<file path="config.mk">
export PLATFORM = sky130hd
export DESIGN_NAME = afmf_axis_feedback
export DESIGN_NICKNAME = d
export VERILOG_FILES = /design/src/afmf_pkg.sv /design/src/afmf_master_filter.sv /design/src/afmf_axis_feedback.sv
export SDC_FILE = /design/constraint.sdc
export NUM_CORES = 1
export LEC_CHECK = 0
export BUFFER_PORTS_ARGS = -buffer_cell sky130_fd_sc_hd__buf_2
export CORE_ASPECT_RATIO = 0.7
export CORE_MARGIN = 2
export CORE_UTILIZATION = 40
export CTS_CLUSTER_DIAMETER = 100
export DETAILED_ROUTE_END_ITERATION = 8
export PLACE_DENSITY_LB_ADDON = 0.25
export SYNTH_ARGS = -nofsm -noshare
export SYNTH_HDL_FRONTEND = slang
export SYNTH_SLANG_ARGS = --single-unit
</file>
<file path="constraint.sdc">
create_clock -name clock_i -period 32.7 [get_ports clock_i]
set_clock_uncertainty 0.05 [all_clocks]
set_input_delay 1.635 -clock clock_i [delete_from_list [all_inputs] [get_ports clock_i]]
set_output_delay 1.635 -clock clock_i [all_outputs]
set_load 0.005 [all_outputs]
</file>
<file path="src/afmf_pkg.sv">
// Package of constants, codes and shared functions for the axis feedback and master filter
`default_nettype none

package afmf_pkg;

    // ------------------------------------------------------------
    // Clock and servo interrupt timing
    // ------------------------------------------------------------
    localparam int unsigned CLK_HZ           = 200_000_000;
    localparam int unsigned HZ_PER_MHZ       = 1_000_000;
    localparam int unsigned SERVO_PERIOD_US  = 1000;
    localparam int unsigned SERVO_CYCLES_DEF = SERVO_PERIOD_US * (CLK_HZ / HZ_PER_MHZ);
    localparam int unsigned SLOW_QUEUE_TICKS = 8;
    localparam int unsigned TICK_CNT_W       = 32;
    localparam int unsigned QCNT_W           = 3;

    // ------------------------------------------------------------
    // Register bus and servo variable numbers
    // ------------------------------------------------------------
    localparam int unsigned ADDR_W = 8;
    localparam int unsigned DATA_W = 32;
    localparam logic [7:0] SV_TTL      = 8'h1C;
    localparam logic [7:0] SV_REF_POS  = 8'h1D;
    localparam logic [7:0] SV_FILT_TC  = 8'h1E;
    localparam logic [7:0] SV_FILT_LIM = 8'h1F;
    localparam logic [7:0] SV_CTRL     = 8'h28;
    localparam logic [7:0] SV_STATUS   = 8'h29;
    localparam logic [7:0] SV_CLOSE    = 8'h2A;

    // ------------------------------------------------------------
    // TTL feedback fields
    // ------------------------------------------------------------
    localparam int unsigned TTL_IN_W  = 24;
    localparam int unsigned TTL_OUT_W = 8;
    localparam int unsigned VALID_BIT = 23;
    localparam int unsigned WAIT_BIT  = 31;

    // ------------------------------------------------------------
    // Control register layout and codes
    // ------------------------------------------------------------
    localparam int unsigned CTRL_W          = 7;
    localparam int unsigned CTRL_AXIS_LSB   = 0;
    localparam int unsigned CTRL_FB_LSB     = 2;
    localparam int unsigned CTRL_POL_BIT    = 4;
    localparam int unsigned CTRL_FASTQ_BIT  = 5;
    localparam int unsigned CTRL_VMODE_BIT  = 6;
    localparam logic [6:0]  CTRL_RESET      = 7'h00;
    localparam logic [1:0]  AXIS_SERVO      = 2'h0;
    localparam logic [1:0]  AXIS_STEPPER    = 2'h1;
    localparam logic [1:0]  AXIS_SERCOS     = 2'h2;
    localparam logic [1:0]  FB_ENCODER      = 2'h0;
    localparam logic [1:0]  FB_RESOLVER     = 2'h1;
    localparam logic [1:0]  FB_ANALOG       = 2'h2;
    localparam logic [1:0]  FB_TTL          = 2'h3;
    localparam int unsigned CLOSE_REQ_BIT   = 0;

    // ------------------------------------------------------------
    // Status register layout
    // ------------------------------------------------------------
    localparam int unsigned STAT_WAIT_BIT    = 0;
    localparam int unsigned STAT_LOOP_BIT    = 1;
    localparam int unsigned STAT_OK_BIT      = 2;
    localparam int unsigned STAT_REFUSED_BIT = 3;
    localparam int unsigned STAT_REFV_BIT    = 4;
    localparam int unsigned STAT_PEND_BIT    = 5;

    // ------------------------------------------------------------
    // Master filter settings
    // ------------------------------------------------------------
    localparam int unsigned TC_W        = 10;
    localparam int unsigned SHIFT_W     = 4;
    localparam logic [9:0]  TC_RESET    = 10'h000;
    localparam logic [31:0] LIMIT_MAX   = 32'h7FFFFFFF;
    localparam logic [31:0] LIMIT_MIN   = 32'h00000001;
    localparam logic [31:0] LIMIT_RESET = 32'h7FFFFFFF;

    typedef enum logic [2:0] {
        REF_WAIT_SW  = 3'h1,
        REF_WAIT_IDX = 3'h2,
        REF_LATCHED  = 3'h4
    } afmf_ref_state_t;

    // Position in the one fixed count direction
    function automatic logic [31:0] afmf_fb_norm(input logic [31:0] pos, input logic inv);
        return inv ? 32'(-pos) : pos;
    endfunction

    // Time constant 1..1023 to shift 1..10, i.e. effective values 2..1024
    function automatic logic [3:0] afmf_tc_shift(input logic [9:0] tc);
        logic [3:0] n;
        n = 4'h0;
        for (int i = 0; i < TC_W; i++)
        begin
            if (tc[i])
                n = 4'(i + 1);
        end
        return n;
    endfunction

endpackage

`default_nettype wire

</file>
<file path="src/afmf_master_filter.sv">
// First-order master delta filter with symmetric lag limit for one slave axis
`default_nettype none

module afmf_master_filter (
    // Clock and reset
    input  wire logic               clock_i,
    input  wire logic               reset_i,
    // Servo interrupt and settings
    input  wire logic               tick_i,
    input  wire logic [9:0]         tc_i,
    input  wire logic [31:0]        limit_i,
    // Master delta in, filtered delta out
    input  wire logic signed [31:0] delta_i,
    output logic signed [31:0]      out_o
);

    logic signed [31:0] lag_q;
    logic signed [31:0] lag_d;
    logic signed [31:0] out_q;
    logic signed [31:0] out_d;
    logic signed [32:0] acc;
    logic signed [32:0] step;
    logic signed [32:0] keep;
    logic signed [32:0] lim;
    logic signed [32:0] diff;
    logic [3:0]         sh;

    always_comb
    begin
        lim   = $signed({1'b0, limit_i});
        acc   = $signed({lag_q[31], lag_q}) + $signed({delta_i[31], delta_i});
        sh    = afmf_pkg::afmf_tc_shift(tc_i);
        step  = acc >>> sh;
        keep  = acc - step;
        // Clamp on both signs; a lowered limit dumps its excess at once
        if (keep > lim)
            keep = lim;
        else if (keep < -lim)
            keep = -lim;
        diff  = acc - keep;
        lag_d = lag_q;
        out_d = out_q;
        if (tick_i)
        begin
            if (tc_i == afmf_pkg::TC_RESET)
                out_d = delta_i;
            else
            begin
                lag_d = keep[31:0];
                out_d = diff[31:0];
            end
        end
    end

    always_ff @(posedge clock_i)
    begin
        if (reset_i)
        begin
            lag_q <= '0;
            out_q <= '0;
        end
        else
        begin
            lag_q <= lag_d;
            out_q <= out_d;
        end
    end

    assign out_o = out_q;
endmodule // afmf_master_filter

`default_nettype wire

</file>
<file path="src/afmf_axis_feedback.sv">
// Axis TTL feedback, reference capture, loop close gate and slave master filter
`default_nettype none

// What this block does
// - Reading TTL variable returns the 24 sampled inputs in the low bits.
// - With input 24 as valid marker, bit 31 reports the waiting flag.
// - Waiting flag stays high until valid data arrives, then drops.
// - Loop close request is refused while waiting; succeeds once flag clears.
// - Writing TTL variable drives eight outputs from the low eight data bits.
// - No TTL input or output on stepper or SERCOS axes.
// - Encoder: reference is distance from switch event to index mark.
// - Resolver: reference is absolute position at switch closure.
// - Analog or TTL: reference is absolute position at referencing event.
// - Reference count direction follows the feedback polarity setting.
// - Capture lags up to eight updates, one with fast queuing.
// - No reference capture on stepper axes.
// - Each slave keeps its own master delta filter and settings.
// - Time constant 0..1023; zero bypasses the filter.
// - Time constant maps to effective values 2..1024 in powers of two.
// - At the error limit the filter stops, lag grows no further.
// - Error limit is a positive 1..2147483647, applied to both signs.
// - Queued events act within one interrupt fast, else up to eight.
module afmf_axis_feedback #(
    parameter int unsigned SERVO_CYCLES = afmf_pkg::SERVO_CYCLES_DEF
) (
    // Clock and reset
    input  wire logic        clock_i,
    input  wire logic        reset_i,
    // Servo variable port
    input  wire logic [7:0]  addr_i,
    input  wire logic [31:0] wdata_i,
    input  wire logic        wr_i,
    input  wire logic        rd_i,
    output logic      [31:0] rdata_o,
    // TTL feedback pins
    input  wire logic [23:0] ttl_in_i,
    output logic      [7:0]  ttl_out_o,
    // Reference and position feedback
    input  wire logic        ref_switch_i,
    input  wire logic        index_mark_i,
    input  wire logic [31:0] fb_pos_i,
    // Master delta and loop
    input  wire logic [31:0] master_delta_i,
    output logic      [31:0] slave_delta_o,
    output logic             loop_closed_o
);

    // ------------------------------------------------------------
    // Servo interrupt divider and queue strobe
    // ------------------------------------------------------------
    logic [31:0] tick_cnt_q;
    logic [31:0] tick_cnt_d;
    logic        tick_q;
    logic        tick_d;
    logic [2:0]  qcnt_q;
    logic [2:0]  qcnt_d;
    logic        queue_go;

    always_comb
    begin
        tick_cnt_d = tick_cnt_q + 32'h00000001;
        tick_d     = 1'b0;
        if (tick_cnt_q == 32'(SERVO_CYCLES - 1))
        begin
            tick_cnt_d = '0;
            tick_d     = 1'b1;
        end
        qcnt_d = tick_q ? 3'(qcnt_q + 3'h1) : qcnt_q;
    end

    always_ff @(posedge clock_i)
    begin
        if (reset_i)
        begin
            tick_cnt_q <= '0;
            tick_q     <= 1'b0;
            qcnt_q     <= '0;
        end
        else
        begin
            tick_cnt_q <= tick_cnt_d;
            tick_q     <= tick_d;
            qcnt_q     <= qcnt_d;
        end
    end

    // ------------------------------------------------------------
    // Settings, TTL, loop close and read port
    // ------------------------------------------------------------
    logic [6:0]  ctrl_q;
    logic [6:0]  ctrl_d;
    logic [9:0]  tc_q;
    logic [9:0]  tc_d;
    logic [31:0] limit_q;
    logic [31:0] limit_d;
    logic [23:0] ttl_in_q;
    logic [7:0]  ttl_out_q;
    logic [7:0]  ttl_out_d;
    logic        wait_q;
    logic        wait_d;
    logic        close_pend_q;
    logic        close_pend_d;
    logic        loop_q;
    logic        loop_d;
    logic        ok_q;
    logic        ok_d;
    logic        refused_q;
    logic        refused_d;
    logic [31:0] rdata_q;
    logic [31:0] rdata_d;
    logic [1:0]  axis;
    logic [1:0]  fb_kind;
    logic        ttl_ok;
    logic        ref_ok;
    logic        fastq;
    logic [31:0] ref_pos_q;
    logic        ref_valid_q;
    logic        wr_ctrl;

    assign axis     = ctrl_q[afmf_pkg::CTRL_AXIS_LSB +: 2];
    assign fb_kind  = ctrl_q[afmf_pkg::CTRL_FB_LSB +: 2];
    assign fastq    = ctrl_q[afmf_pkg::CTRL_FASTQ_BIT];
    assign ttl_ok   = (axis == afmf_pkg::AXIS_SERVO);
    assign ref_ok   = (axis != afmf_pkg::AXIS_STEPPER);
    // Slow queuing only looks at pending events every eighth interrupt
    assign queue_go = tick_q && (fastq || qcnt_q == 3'(afmf_pkg::SLOW_QUEUE_TICKS - 1));
    assign wr_ctrl  = wr_i && addr_i == afmf_pkg::SV_CTRL;

    always_comb
    begin
        ctrl_d       = wr_ctrl ? wdata_i[afmf_pkg::CTRL_W-1:0] : ctrl_q;
        tc_d         = tc_q;
        limit_d      = limit_q;
        ttl_out_d    = ttl_out_q;
        close_pend_d = close_pend_q;
        loop_d       = loop_q;
        ok_d         = ok_q;
        refused_d    = refused_q;
        rdata_d      = '0;
        wait_d       = ttl_ok && ctrl_q[afmf_pkg::CTRL_VMODE_BIT]
                       && !ttl_in_q[afmf_pkg::VALID_BIT];
        if (!ttl_ok)
            ttl_out_d = '0;
        if (wr_i && addr_i == afmf_pkg::SV_TTL && ttl_ok)
            ttl_out_d = wdata_i[afmf_pkg::TTL_OUT_W-1:0];
        if (wr_i && addr_i == afmf_pkg::SV_FILT_TC)
            tc_d = wdata_i[afmf_pkg::TC_W-1:0];
        if (wr_i && addr_i == afmf_pkg::SV_FILT_LIM)
        begin
            // Zero is pulled up to the minimum, any value with bit 31 set to the maximum
            if (wdata_i[31])
                limit_d = afmf_pkg::LIMIT_MAX;
            else if (wdata_i == '0)
                limit_d = afmf_pkg::LIMIT_MIN;
            else
                limit_d = wdata_i;
        end
        // A request is acted on at the queue strobe, like a move start
        if (queue_go && close_pend_q)
        begin
            close_pend_d = 1'b0;
            loop_d       = !wait_q;
            ok_d         = !wait_q;
            refused_d    = wait_q;
        end
        if (wr_i && addr_i == afmf_pkg::SV_CLOSE)
        begin
            if (wdata_i[afmf_pkg::CLOSE_REQ_BIT])
            begin
                close_pend_d = 1'b1;
                ok_d         = 1'b0;
                refused_d    = 1'b0;
            end
            else
            begin
                close_pend_d = 1'b0;
                loop_d       = 1'b0;
            end
        end
        if (rd_i)
        begin
            unique case (addr_i)
                afmf_pkg::SV_TTL:
                    if (ttl_ok)
                        rdata_d = {wait_q, 7'h00, ttl_in_q};
                afmf_pkg::SV_REF_POS:
                    rdata_d = ref_pos_q;
                afmf_pkg::SV_FILT_TC:
                    rdata_d = {22'h0, tc_q};
                afmf_pkg::SV_FILT_LIM:
                    rdata_d = limit_q;
                afmf_pkg::SV_CTRL:
                    rdata_d = {25'h0, ctrl_q};
                afmf_pkg::SV_STATUS:
                    rdata_d = {26'h0, close_pend_q, ref_valid_q, refused_q, ok_q,
                               loop_q, wait_q};
                default:
                    rdata_d = '0;
            endcase
        end
    end

    always_ff @(posedge clock_i)
    begin
        if (reset_i)
        begin
            ctrl_q       <= afmf_pkg::CTRL_RESET;
            tc_q         <= afmf_pkg::TC_RESET;
            limit_q      <= afmf_pkg::LIMIT_RESET;
            ttl_in_q     <= '0;
            ttl_out_q    <= '0;
            wait_q       <= 1'b0;
            close_pend_q <= 1'b0;
            loop_q       <= 1'b0;
            ok_q         <= 1'b0;
            refused_q    <= 1'b0;
            rdata_q      <= '0;
        end
        else
        begin
            ctrl_q       <= ctrl_d;
            tc_q         <= tc_d;
            limit_q      <= limit_d;
            ttl_in_q     <= ttl_in_i;
            ttl_out_q    <= ttl_out_d;
            wait_q       <= wait_d;
            close_pend_q <= close_pend_d;
            loop_q       <= loop_d;
            ok_q         <= ok_d;
            refused_q    <= refused_d;
            rdata_q      <= rdata_d;
        end
    end

    // ------------------------------------------------------------
    // Reference switch capture
    // ------------------------------------------------------------
    afmf_pkg::afmf_ref_state_t ref_st_q;
    afmf_pkg::afmf_ref_state_t ref_st_d;
    logic        sw_q;
    logic        idx_q;
    logic        sw_pend_q;
    logic        sw_pend_d;
    logic        idx_pend_q;
    logic        idx_pend_d;
    logic [31:0] start_q;
    logic [31:0] start_d;
    logic [31:0] ref_pos_d;
    logic        ref_valid_d;
    logic [31:0] pos_n;

    always_comb
    begin
        pos_n       = afmf_pkg::afmf_fb_norm(fb_pos_i, ctrl_q[afmf_pkg::CTRL_POL_BIT]);
        ref_st_d    = ref_st_q;
        start_d     = start_q;
        ref_pos_d   = ref_pos_q;
        ref_valid_d = ref_valid_q;
        sw_pend_d   = sw_pend_q;
        idx_pend_d  = idx_pend_q;
        if (queue_go)
        begin
            unique case (ref_st_q)
                afmf_pkg::REF_WAIT_SW:
                    if (sw_pend_q && ref_ok)
                    begin
                        sw_pend_d = 1'b0;
                        if (fb_kind == afmf_pkg::FB_ENCODER)
                        begin
                            start_d    = pos_n;
                            idx_pend_d = 1'b0;
                            ref_st_d   = afmf_pkg::REF_WAIT_IDX;
                        end
                        else
                        begin
                            ref_pos_d   = pos_n;
                            ref_valid_d = 1'b1;
                            ref_st_d    = afmf_pkg::REF_LATCHED;
                        end
                    end
                afmf_pkg::REF_WAIT_IDX:
                    if (idx_pend_q)
                    begin
                        idx_pend_d  = 1'b0;
                        ref_pos_d   = 32'(pos_n - start_q);
                        ref_valid_d = 1'b1;
                        ref_st_d    = afmf_pkg::REF_LATCHED;
                    end
                afmf_pkg::REF_LATCHED:
                    if (!sw_q)
                        ref_st_d = afmf_pkg::REF_WAIT_SW;
            endcase
        end
        // New edges win over the clear at the strobe
        if (ref_switch_i && !sw_q)
            sw_pend_d = 1'b1;
        if (index_mark_i && !idx_q)
            idx_pend_d = 1'b1;
        if (!ref_ok)
        begin
            ref_st_d    = afmf_pkg::REF_WAIT_SW;
            ref_valid_d = 1'b0;
            ref_pos_d   = '0;
        end
    end

    always_ff @(posedge clock_i)
    begin
        if (reset_i)
        begin
            ref_st_q    <= afmf_pkg::REF_WAIT_SW;
            sw_q        <= 1'b0;
            idx_q       <= 1'b0;
            sw_pend_q   <= 1'b0;
            idx_pend_q  <= 1'b0;
            start_q     <= '0;
            ref_pos_q   <= '0;
            ref_valid_q <= 1'b0;
        end
        else
        begin
            ref_st_q    <= ref_st_d;
            sw_q        <= ref_switch_i;
            idx_q       <= index_mark_i;
            sw_pend_q   <= sw_pend_d;
            idx_pend_q  <= idx_pend_d;
            start_q     <= start_d;
            ref_pos_q   <= ref_pos_d;
            ref_valid_q <= ref_valid_d;
        end
    end

    // ------------------------------------------------------------
    // Slave master delta filter
    // ------------------------------------------------------------
    afmf_master_filter u_filter (
        .clock_i (clock_i),
        .reset_i (reset_i),
        .tick_i  (tick_q),
        .tc_i    (tc_q),
        .limit_i (limit_q),
        .delta_i (master_delta_i),
        .out_o   (slave_delta_o)
    );

    assign rdata_o       = rdata_q;
    assign ttl_out_o     = ttl_out_q;
    assign loop_closed_o = loop_q;
endmodule // afmf_axis_feedback

`default_nettype wire

</file>
; ---- Word level (Yosys, flattened, before mapping)
; Cells that the tools add are included.
[classes]
reduce_logical = 38
n_lt_le_gt_ge = 2
n_shift = 1
addsub = 8
mux = 55
eq_ne = 20
n_bitwise = 3
[ops]
columns = cell, n
row1 = 32-bit two-way mux, 8
row2 = 32-bit case mux with 6 select lines, 1
row3 = 32-bit case mux with 2 select lines, 1
row4 = 32-bit subtractor, 2
row5 = 31-bit two-way mux, 2
row6 = 32-bit by 32-bit adder with 33-bit output, 1
row7 = 33-bit greater-than comparator, 1
row8 = 33-bit less-than comparator, 1
row9 = 32-bit negation with 33-bit output, 1
row10 = 33-bit by 4-bit >>> shifter with 33-bit output, 1
row11 = 33-bit subtractor, 1
row12 = "32-bit by 1-bit adder with 32-bit output, second input constant", 1
row13 = "32-bit by 18-bit == test with 1-bit output, second input constant", 1
row14 = "8-bit by 5-bit == test with 1-bit output, second input constant", 4
row15 = 32-bit zero test, 1
row16 = 32-bit negation, 1
row17 = 1-bit two-way mux, 25
row18 = "8-bit by 6-bit == test with 1-bit output, second input constant", 3
row19 = 3-bit two-way mux, 8
row20 = 8-bit two-way mux, 2
row21 = 1-bit logical AND, 13
row22 = 4-bit two-way mux, 3
row23 = 4-bit AND reduction, 3
row24 = 2-bit nonzero test, 6
row25 = 20 further kinds, 36
[totals]
output_inout_bits = 73
regBits = 290
wordCells = 151
in_bits = 134

; ---- Longest topological paths before layout
; Gate-level depths: netlist of run 1.
[logic_depth]
depth_word = 17
mapped_depth = 66
depth_no_buf = 64

; ---- Cells and area by module
; From an unflattened synthesis of run 1, not the netlist that was laid out.
[hier_totals]
cells_unflattened = 3027
area_unflattened_um2 = 22969.5
[by_module_without_submodules]
columns = module, seq_area_each_um2, area_per_inst_um2, n_inst, cells_per_inst
row1 = afmf_master_filter, 1281.2, 11750.0, 1, 1696
row2 = afmf_axis_feedback, 4504.3, 11219.5, 1, 1331

; ---- Worst setup path after synthesis of run 1
; OpenSTA, ideal clock, no wires.
[synth_timing]
kind = input-to-reg
startpoint = in master_delta_i[0]
endpoint = reg u_filter.out_q[23] (netlist: u_filter.out_o[23])
setup_time_ns = 0.138
path_stages = 65
arrival_ns = 13.116
t_required_ns = 32.512
slack_ns = 19.395
path_buffers = 2
path_cell_list = ha_1 fa_1 a21o_1 a21oi_1 o21a_1 o211ai_1 a31o_2 a21o_1 a2111oi_0 o31a_1 nand2b_1 a21o_1 a21oi_1 xnor2_1 mux2i_1 mux2i_1 nand2_1 o211ai_1 [... 29 more ...] nor2b_1 o21a_1 o21ai_0 a21oi_1 o21ai_0 nand2b_1 a21oi_1 nand2b_1 a32oi_1 maj3_1 a311oi_2 o21ai_1 a211oi_2 a31oi_1 o21bai_1 a21oi_1 xor2_1 o221ai_1
[synth_via]
elab_chain_len = 8
word_cells_on_any_way = 9
cone_classes = add/sub: 3 / order compare: 2 / shift: 1 / mux: 3
[synth_lines]
columns = element, line_no
row1 = "start, declared", afmf_axis_feedback.sv:43  ; input wire logic [31:0] master_delta_i,
row2 = 32-bit by 32-bit adder with 33-bit output *, afmf_master_filter.sv:31  ; acc = $signed({lag_q[31], lag_q}) + $signed({delta_i[31], delta_i});
row3 = 33-bit by 4-bit >>> shifter with 33-bit output, afmf_master_filter.sv:33  ; step = acc >>> sh;
row4 = 33-bit subtractor, afmf_master_filter.sv:34  ; keep = acc - step;
row5 = 33-bit less-than comparator, afmf_master_filter.sv:38  ; else if (keep < -lim)
row6 = 32-bit two-way mux, afmf_master_filter.sv:38
row7 = 32-bit two-way mux, afmf_master_filter.sv:36  ; if (keep > lim)
row8 = 32-bit subtractor *, afmf_master_filter.sv:40  ; diff = acc - keep;
row9 = 32-bit two-way mux *, afmf_master_filter.sv:45  ; if (tc_i == afmf_pkg::TC_RESET)
row10 = "end signal, assigned", afmf_master_filter.sv:65  ; out_q <= out_d;
row11 = "end, declared", afmf_master_filter.sv:19  ; logic signed [31:0] out_q;
; Every way passes the cells marked *; elsewhere a longest branch is shown, timed or not.
; A chain may end at the register's enable or synchronous reset.

; ---- Worst setup path after layout of run 1
[layout_timing]
startpoint = in master_delta_i[0]
endpoint = reg u_filter.out_q[27] (netlist: u_filter.out_o[27])
; The elaborated chain is that of the path after synthesis.

==> flow_summary.json, run 1 <==
{
  "htree_levels": 1,
  "tns_ns": 0,
  "synth_compound_area_share_pct": 25.6,
  "grtUsageMet3_pct": 11.8,
  "io_buffers": 206,
  "grt_max_degree": 68,
  "criticalPathCategory": "input port to flop",
  "synth_fp_nets": 3260,
  "yosys_register_bits": 289,
  "maxCapViolCount": 0,
  "holdPathEnd": "tick_cnt_q[0]$_SDFF_PP0_",
  "layout.nets": 3390,
  "r2r_cells": 64,
  "slew_headroom_pct": 19.1,
  "root_buffer": "clkbuf_16",
  "synthFlopType": "dfxtp_1",
  "reg2reg_slack_ns": 18.59,
  "grtUsageTotal_pct": 28.7,
  "path_common_cell": "a21oi_1",
  "areaGrowthSynthToFinish_pct": 13.0,
  "worst_pin_slew_ns": 1.21,
  "cts_resized": 0,
  "routed_wl_um": 82700,
  "wl_per_cell_um": 21.6,
  "whs_path_depth": 1,
  "grt_pass1_vias": 20600,
  "hold_buffers": 0,
  "via_per_inst": 5.90,
  "dieArea_um2": 56400,
  "io_pins": 207,
  "drt_iter0_drc": 2347,
  "layout-drive-gt1-share_pct": 11.6,
  "routabilityCongestion": 1.02,
  "syn-cell-area_um2": 21800,
  "finalSetupViolCount": 0,
  "syn_inst": 2937,
  "grt-busiest-layer": "met1",
  "antenna_found_initial": 0,
  "slew_violations": 0,
  "use_met1_pct": 42.5,
  "vias": 22500,
  "cts_setup_buffers": 0,
  "hp-class": "flop to flop",
  "ir_worst_vdd_v": 0.0000414,
  "cts_max_path_buffers": 3,
  "cts.clk_slew.worst_paths_ns": 0.07,
  "grt_pass1_wl_um": 124000,
  "synth_edf_count": 0,
  "r2r_start": "u_filter.lag_q[0]$_SDFFE_PP0P_",
  "yosysUniqueCellTypes": 83,
  "ys_seq_area_share_pct": 26.6,
  "initial_core_util_pct": 40.5,
  "whs_ns": 0.408,
  "critPathSlowestCell": "a2111oi_0",
  "crit_required_ns": 33.18,
  "cts_sinks": 289,
  "die_x_um": 283,
  "dpl.hpwl_um": 65800,
  "period_needed_ns": 14.92,
  "synth_top_family_by_area": "compound AO/OA/AOI/OAI gates",
  "met2_usage_pct": 38.3,
  "r2r-end": "u_filter.out_o[27]$_SDFFE_PP0P_",
  "synthAdderAreaFrac_pct": 11.2,
  "synthSimpleGateAreaFrac_pct": 22.7,
  "worst_setup_path_start_kind": "input port",
  "cpPeakStageDelay_ns": 0.64,
  "antenna_left": 0,
  "endpoint_kind": "flop",
  "drt-pass1-iter-count": 7,
  "finalCritPeriodShare_pct": 45.6,
  "p_per_area_nw_per_um2": 46.0,
  "yosys.area.top_type": "dfxtp_1",
  "cts-buffers-inserted": 31,
  "outcome": "completed",
  "synth_top_area_share_pct": 26.6,
  "die-height_um": 199,
  "synth-xor-area-share_pct": 7.56,
  "diodes": 0,
  "synth.area.mux_share_pct": 1.60,
  "cts_tree": "done",
  "clock_latency_ns": 0.61,
  "max_freq_mhz": 67.0,
  "synth_area_leaders": "dfxtp_1, ha_1, nor2_1, a21oi_1, xnor2_1",
  "core_area_um2": 53700,
  "hold_violations": 0,
  "power_leakage_nw": 10.1,
  "rows": 71,
  "avgSynthCellArea_um2": 7.41,
  "fillers": 5376,
  "crit_fanout": 31,
  "yosysWarnings": 0,
  "async_flop_share_pct": 0,
  "cp.arrival_ns": 15.41,
  "drc": 0,
  "rsz0062_at_grt": "false",
  "grt_overflow": 0,
  "hp-start": "tick_cnt_q[0]$_SDFF_PP0_"
}
-- layer usage --
metal | part of all wire (%) | vias to the layer above
li1 | - | 10800
met1 | 47 | 10600
met2 | 38 | 1033
met3 | 13 | 88
met4 | 1.8 | 0
met5 | 0 | -
-- where the power goes --
part,internal (W),switching [W]
combinational,0.000133,0.000258
clock,0.000220,0.000163
sequential,0.000354,0.00000140
total,0.000708,0.000423
-- registers in the layout, indices dropped and copies added (netlist names), 3 cells and up --
name and flops:
start_q 32, ref_st_q 3, qcnt_q 3, limit_q 31
tick_cnt_q 32, rdata_o 32, ttl_out_o 8, tc_q 10
ttl_in_q 24, ref_pos_q 32, ctrl_q 7, u_filter.out_o 32
u_filter.lag_q 32
-- cells in the mapped netlist, types with 60 or more instances --
library cell  number
nor2_1           416
dfxtp_1          289
a21oi_1          279
nand2_1          279
ha_1             185
o21ai_0          177
clkbuf_1         137
inv_1            134
xnor2_1          128
nand3_1           85
a211oi_1          79
nor3_1            76
xor2_1            60
-- stage by stage --
step | util, % | instances | setup WS, ns | area (um2) | power, W
global route | 45.8 | 3821 | 16.64 | 24600 | 0.00118
CTS | 45.8 | 3821 | 18.11 | 24600 | 0.00112
finish | 45.8 | 3821 | 17.78 | 24600 | 0.00113
floorplan | - | 2937 | 19.40 | 21800 | 0.000609
global placement | 43.8 | 3764 | 17.84 | 23500 | 0.000731
detailed placement | 43.8 | 3764 | 17.59 | 23500 | 0.000734
-- cell usage in the layout (no fill, tap or decap), types with 7 or more instances in the layout --
cell type / count
nor2_1: 410
dfxtp_1: 288
nand2_1: 279
a21oi_1: 278
buf_2: 205
ha_1: 185
o21ai_0: 177
inv_1: 134
xnor2_1: 128
nand3_1: 85
a211oi_1: 79
nor3_1: 74
xor2_1: 60
a21o_1: 47
nor2b_1: 44
buf_4: 37
o21a_1: 32
o211ai_1: 31
clkbuf_16: 31
nand2b_1: 30
mux2i_1: 28
nor4_1: 26
a31oi_1: 26
a222oi_1: 26
a22oi_1: 24
or3_1: 23
nand4_1: 22
a311oi_1: 20
and3_1: 18
o31ai_1: 15
or2_2: 14
and2_1: 13
o21bai_1: 13
or4_1: 8
o22ai_1: 8
clkinv_2: 8
a31o_2: 7
-- area by class of cell --
cell class,count,area [um2],share of cell area [%]
multi-input cells,2366,15000,60.9
flip-flops and latches,289,5790,23.5
repair buffers,243,1320,5.35
well taps,730,913,3.71
clock buffers,38,822,3.34
inverters,136,510,2.08
clock inverters,19,260,1.06
-- how the worst max path moves through the flow --
stage	startpoint	end	slack, ns
after floorplan	master_delta_i[0]	u_filter.out_o[23]$_SDFFE_PP0P_	19.40
after global placement	master_delta_i[0]	u_filter.out_o[27]$_SDFFE_PP0P_	17.84
after detailed placement	master_delta_i[0]	u_filter.out_o[27]$_SDFFE_PP0P_	17.59
after CTS	master_delta_i[0]	u_filter.out_o[27]$_SDFFE_PP0P_	18.11
after global routing	master_delta_i[0]	u_filter.out_o[27]$_SDFFE_PP0P_	16.64
final	master_delta_i[0]	u_filter.out_o[27]$_SDFFE_PP0P_	17.78
-- cells by family after synthesis --
family / Yosys count
AOI/OAI and AO/OA: 866
buffers and inverters: 282
muxes: 33
and+or+nand+nor: 1086
DFF: 289
adders and majority gates: 193
xor gates and xnor gates: 188
-- worst max-delay path: cells and delay by family --
kind / cells / cell delay (ns)
AOI/OAI and AO/OA: 36 / 7.89
xor gates and xnor gates: 3 / 0.60
and+or+nand+nor: 16 / 2.20
muxes: 2 / 0.48
buffers and inverters: 2 / 0.55
adders and majority gates: 6 / 2.01
No activity file was read; power rests on OpenSTA's default activity.
==> run 2: changes to the inputs <==
==> constraint.sdc (replaced) <==
create_clock -name clock_i -period 13.1 [get_ports clock_i]
set_clock_uncertainty 0.05 [all_clocks]
set_input_delay 0.655 -clock clock_i [delete_from_list [all_inputs] [get_ports clock_i]]
set_output_delay 0.655 -clock clock_i [all_outputs]
set_load 0.005 [all_outputs]
==> flow_summary.json, run 2 (synthesized netlist as in run 1, its figures left out) <==
{
  "outcome": "completed",
  "cts_sinks": 289,
  "p_int_w": 0.00186,
  "p_sw_share_pct": 36.7,
  "clock_latency_ns": 0.57,
  "r2r_cells": 57,
  "p_sw_w": 0.00108,
  "grtUsageTotal_pct": 28.9,
  "hold_violations": 0,
  "max_freq_mhz": 78.7,
  "grt_pass1_wl_um": 125000,
  "cts_max_path_buffers": 3,
  "finalCritPeriodShare_pct": 96.9,
  "comb_power_share_pct": 35.4,
  "worst_setup_path_start_kind": "flop",
  "rsz0062_at_grt": "true",
  "r2r_start": "u_filter.lag_q[0]$_SDFFE_PP0P_",
  "io_pins": 207,
  "dpl.hpwl_um": 65500,
  "routabilityCongestion": 1.03,
  "criticalPathCategory": "flop to flop",
  "antenna_left": 0,
  "grt_pass1_vias": 20900,
  "wl_per_cell_um": 21.5,
  "drc": 0,
  "p_seq_share_pct": 30.3,
  "whs_path_depth": 2,
  "layout.nets": 3449,
  "period_needed_ns": 12.70,
  "p_clk_share_pct": 34.3,
  "antenna_found_initial": 2,
  "io_buffers": 206,
  "finalSetupViolCount": 0,
  "cts.clk_slew.worst_paths_ns": 0.06,
  "via_per_inst": 5.91,
  "slew_headroom_pct": 21.7,
  "drt-pass1-iter-count": 8,
  "routed_wl_um": 83300,
  "worst_slack_ns": 0.400,
  "cp.arrival_ns": 13.07,
  "worst_pin_slew_ns": 1.17,
  "areaGrowthSynthToFinish_pct": 16.0,
  "final_cell_mix": "nor2_1, dfxtp_1, nand2_1",
  "root_buffer": "clkbuf_16",
  "slew_violations": 0,
  "die_x_um": 283,
  "cts_tree": "done",
  "grt_max_degree": 115,
  "hold_buffers": 0,
  "htree_levels": 2,
  "cts-buffers-inserted": 34,
  "p_per_area_nw_per_um2": 116,
  "grt_overflow": 0,
  "layout-drive-gt1-share_pct": 14.0,
  "die-height_um": 199,
  "cpPeakStageDelay_ns": 0.54,
  "drt_iter0_drc": 2979,
  "vias": 22900,
  "dieArea_um2": 56400,
  "fillers": 5337,
  "critPathSlowestCell": "xnor2_1",
  "hp-start": "ttl_in_i[10]",
  "crit_fanout": 6,
  "endpoint_kind": "flop",
  "ir_worst_vdd_v": 0.0000824,
  "reg2reg_slack_ns": 0.40,
  "crit_required_ns": 13.47,
  "r2r-end": "u_filter.out_o[30]$_SDFFE_PP0P_",
  "path_common_cell": "a21o_1",
  "final_common_cell": "nor2_1",
  "rows": 71,
  "initial_core_util_pct": 40.5,
  "power_leakage_nw": 10.5,
  "holdPathEnd": "ttl_in_q[10]$_SDFF_PP0_",
  "hp-class": "input port to flop",
  "core_area_um2": 53700,
  "tns_ns": 0,
  "maxCapViolCount": 0,
  "dpl_worst_slack_ns": -0.0487
}
==> run 2: cell types whose count changed in the layout (fill, tap and decap cells not counted), sizes merged <==
| cell | delta |
|---|---|
| clkinvlp | +1 |
| clkbuf | +3 |
| bufinv | -1 |
| buf | +56 |
| diode | +1 |
==> run 2: area by class of cell <==
| cell class | count | area (um2) | share of cell area, % |
|---|---|---|---|
| diodes | 1 | 2.50 | 0.00991 |
| inverters | 136 | 510 | 2.02 |
| repair buffers | 299 | 1750 | 6.92 |
| clock inverters | 19 | 262 | 1.04 |
| well taps | 730 | 913 | 3.62 |
| flip-flops and latches | 289 | 5790 | 22.9 |
| multi-input cells | 2366 | 15100 | 59.9 |
| clock buffers | 41 | 907 | 3.59 |
==> run 2: metrics by stage <==
step                      std cells  hold slack (ns)  area (um2)  utilization (%)  total power, W
after floorplan                2937            0.348       21800                -         0.00152
after global placement         3818            0.389       23900             44.5         0.00187
after detailed placement       3818            0.394       23900             44.5         0.00187
after CTS                      3878            0.252       25100             46.7         0.00289
after global routing           3881            0.266       25300             47.0         0.00306
final                          3881            0.270       25300             47.0         0.00293
==> run 2: what timing repair did <==
action	in CTS	in global routing
endpoints found under the hold margin	0	0
resized for setup	0	30
setup buffers	0	2
endpoints found under the setup margin	0	21
==> run 2: power by group through the flow <==
stage / combinational (W) / clock, W / sequential, W
2_1_floorplan: 0.000615 / 0 / 0.000906
3_3_place_gp: 0.000959 / 0 / 0.000907
6_report: 0.00104 / 0.00101 / 0.000888
5_1_grt: 0.00111 / 0.00106 / 0.000888
4_1_cts: 0.000974 / 0.00103 / 0.000888
3_5_place_dp: 0.000966 / 0 / 0.000907
==> run 2: how the worst max path moves through the flow <==
| stage | cells past startpoint | startpoint | slack [ns] | end |
|---|---|---|---|---|
| final | 57 | u_filter.lag_q[0]$_SDFFE_PP0P_ | 0.40 | u_filter.out_o[30]$_SDFFE_PP0P_ |
| after floorplan | 65 | master_delta_i[0] | 0.78 | u_filter.out_o[23]$_SDFFE_PP0P_ |
| after global placement | 63 | master_delta_i[0] | 0.32 | u_filter.out_o[30]$_SDFFE_PP0P_ |
| after detailed placement | 64 | master_delta_i[0] | -0.05 | u_filter.out_o[30]$_SDFFE_PP0P_ |
| after CTS | 63 | u_filter.lag_q[0]$_SDFFE_PP0P_ | 0.32 | u_filter.out_o[30]$_SDFFE_PP0P_ |
| after global routing | 66 | u_filter.lag_q[0]$_SDFFE_PP0P_ | -0.02 | u_filter.out_o[23]$_SDFFE_PP0P_ |
==> run 2: routing by layer <==
layer / share of wire [%] / track usage [%]
met1: 48 / 44.0
met2: 38 / 39.1
met3: 12 / 8.89
met4: 1.5 / 5.68
met5: 0 / 0
==> run 2: critical path, delay by kind of cell (launching register included) <==
kind / cells / cell delay (ns)
AOI/OAI and AO/OA: 34 / 7.03
adders and majority gates: 6 / 2.03
and+or+nand+nor: 9 / 1.43
xor gates and xnor gates: 2 / 0.72
muxes: 3 / 0.52
buffers and inverters: 3 / 0.38
DFF: 1 / 0.33
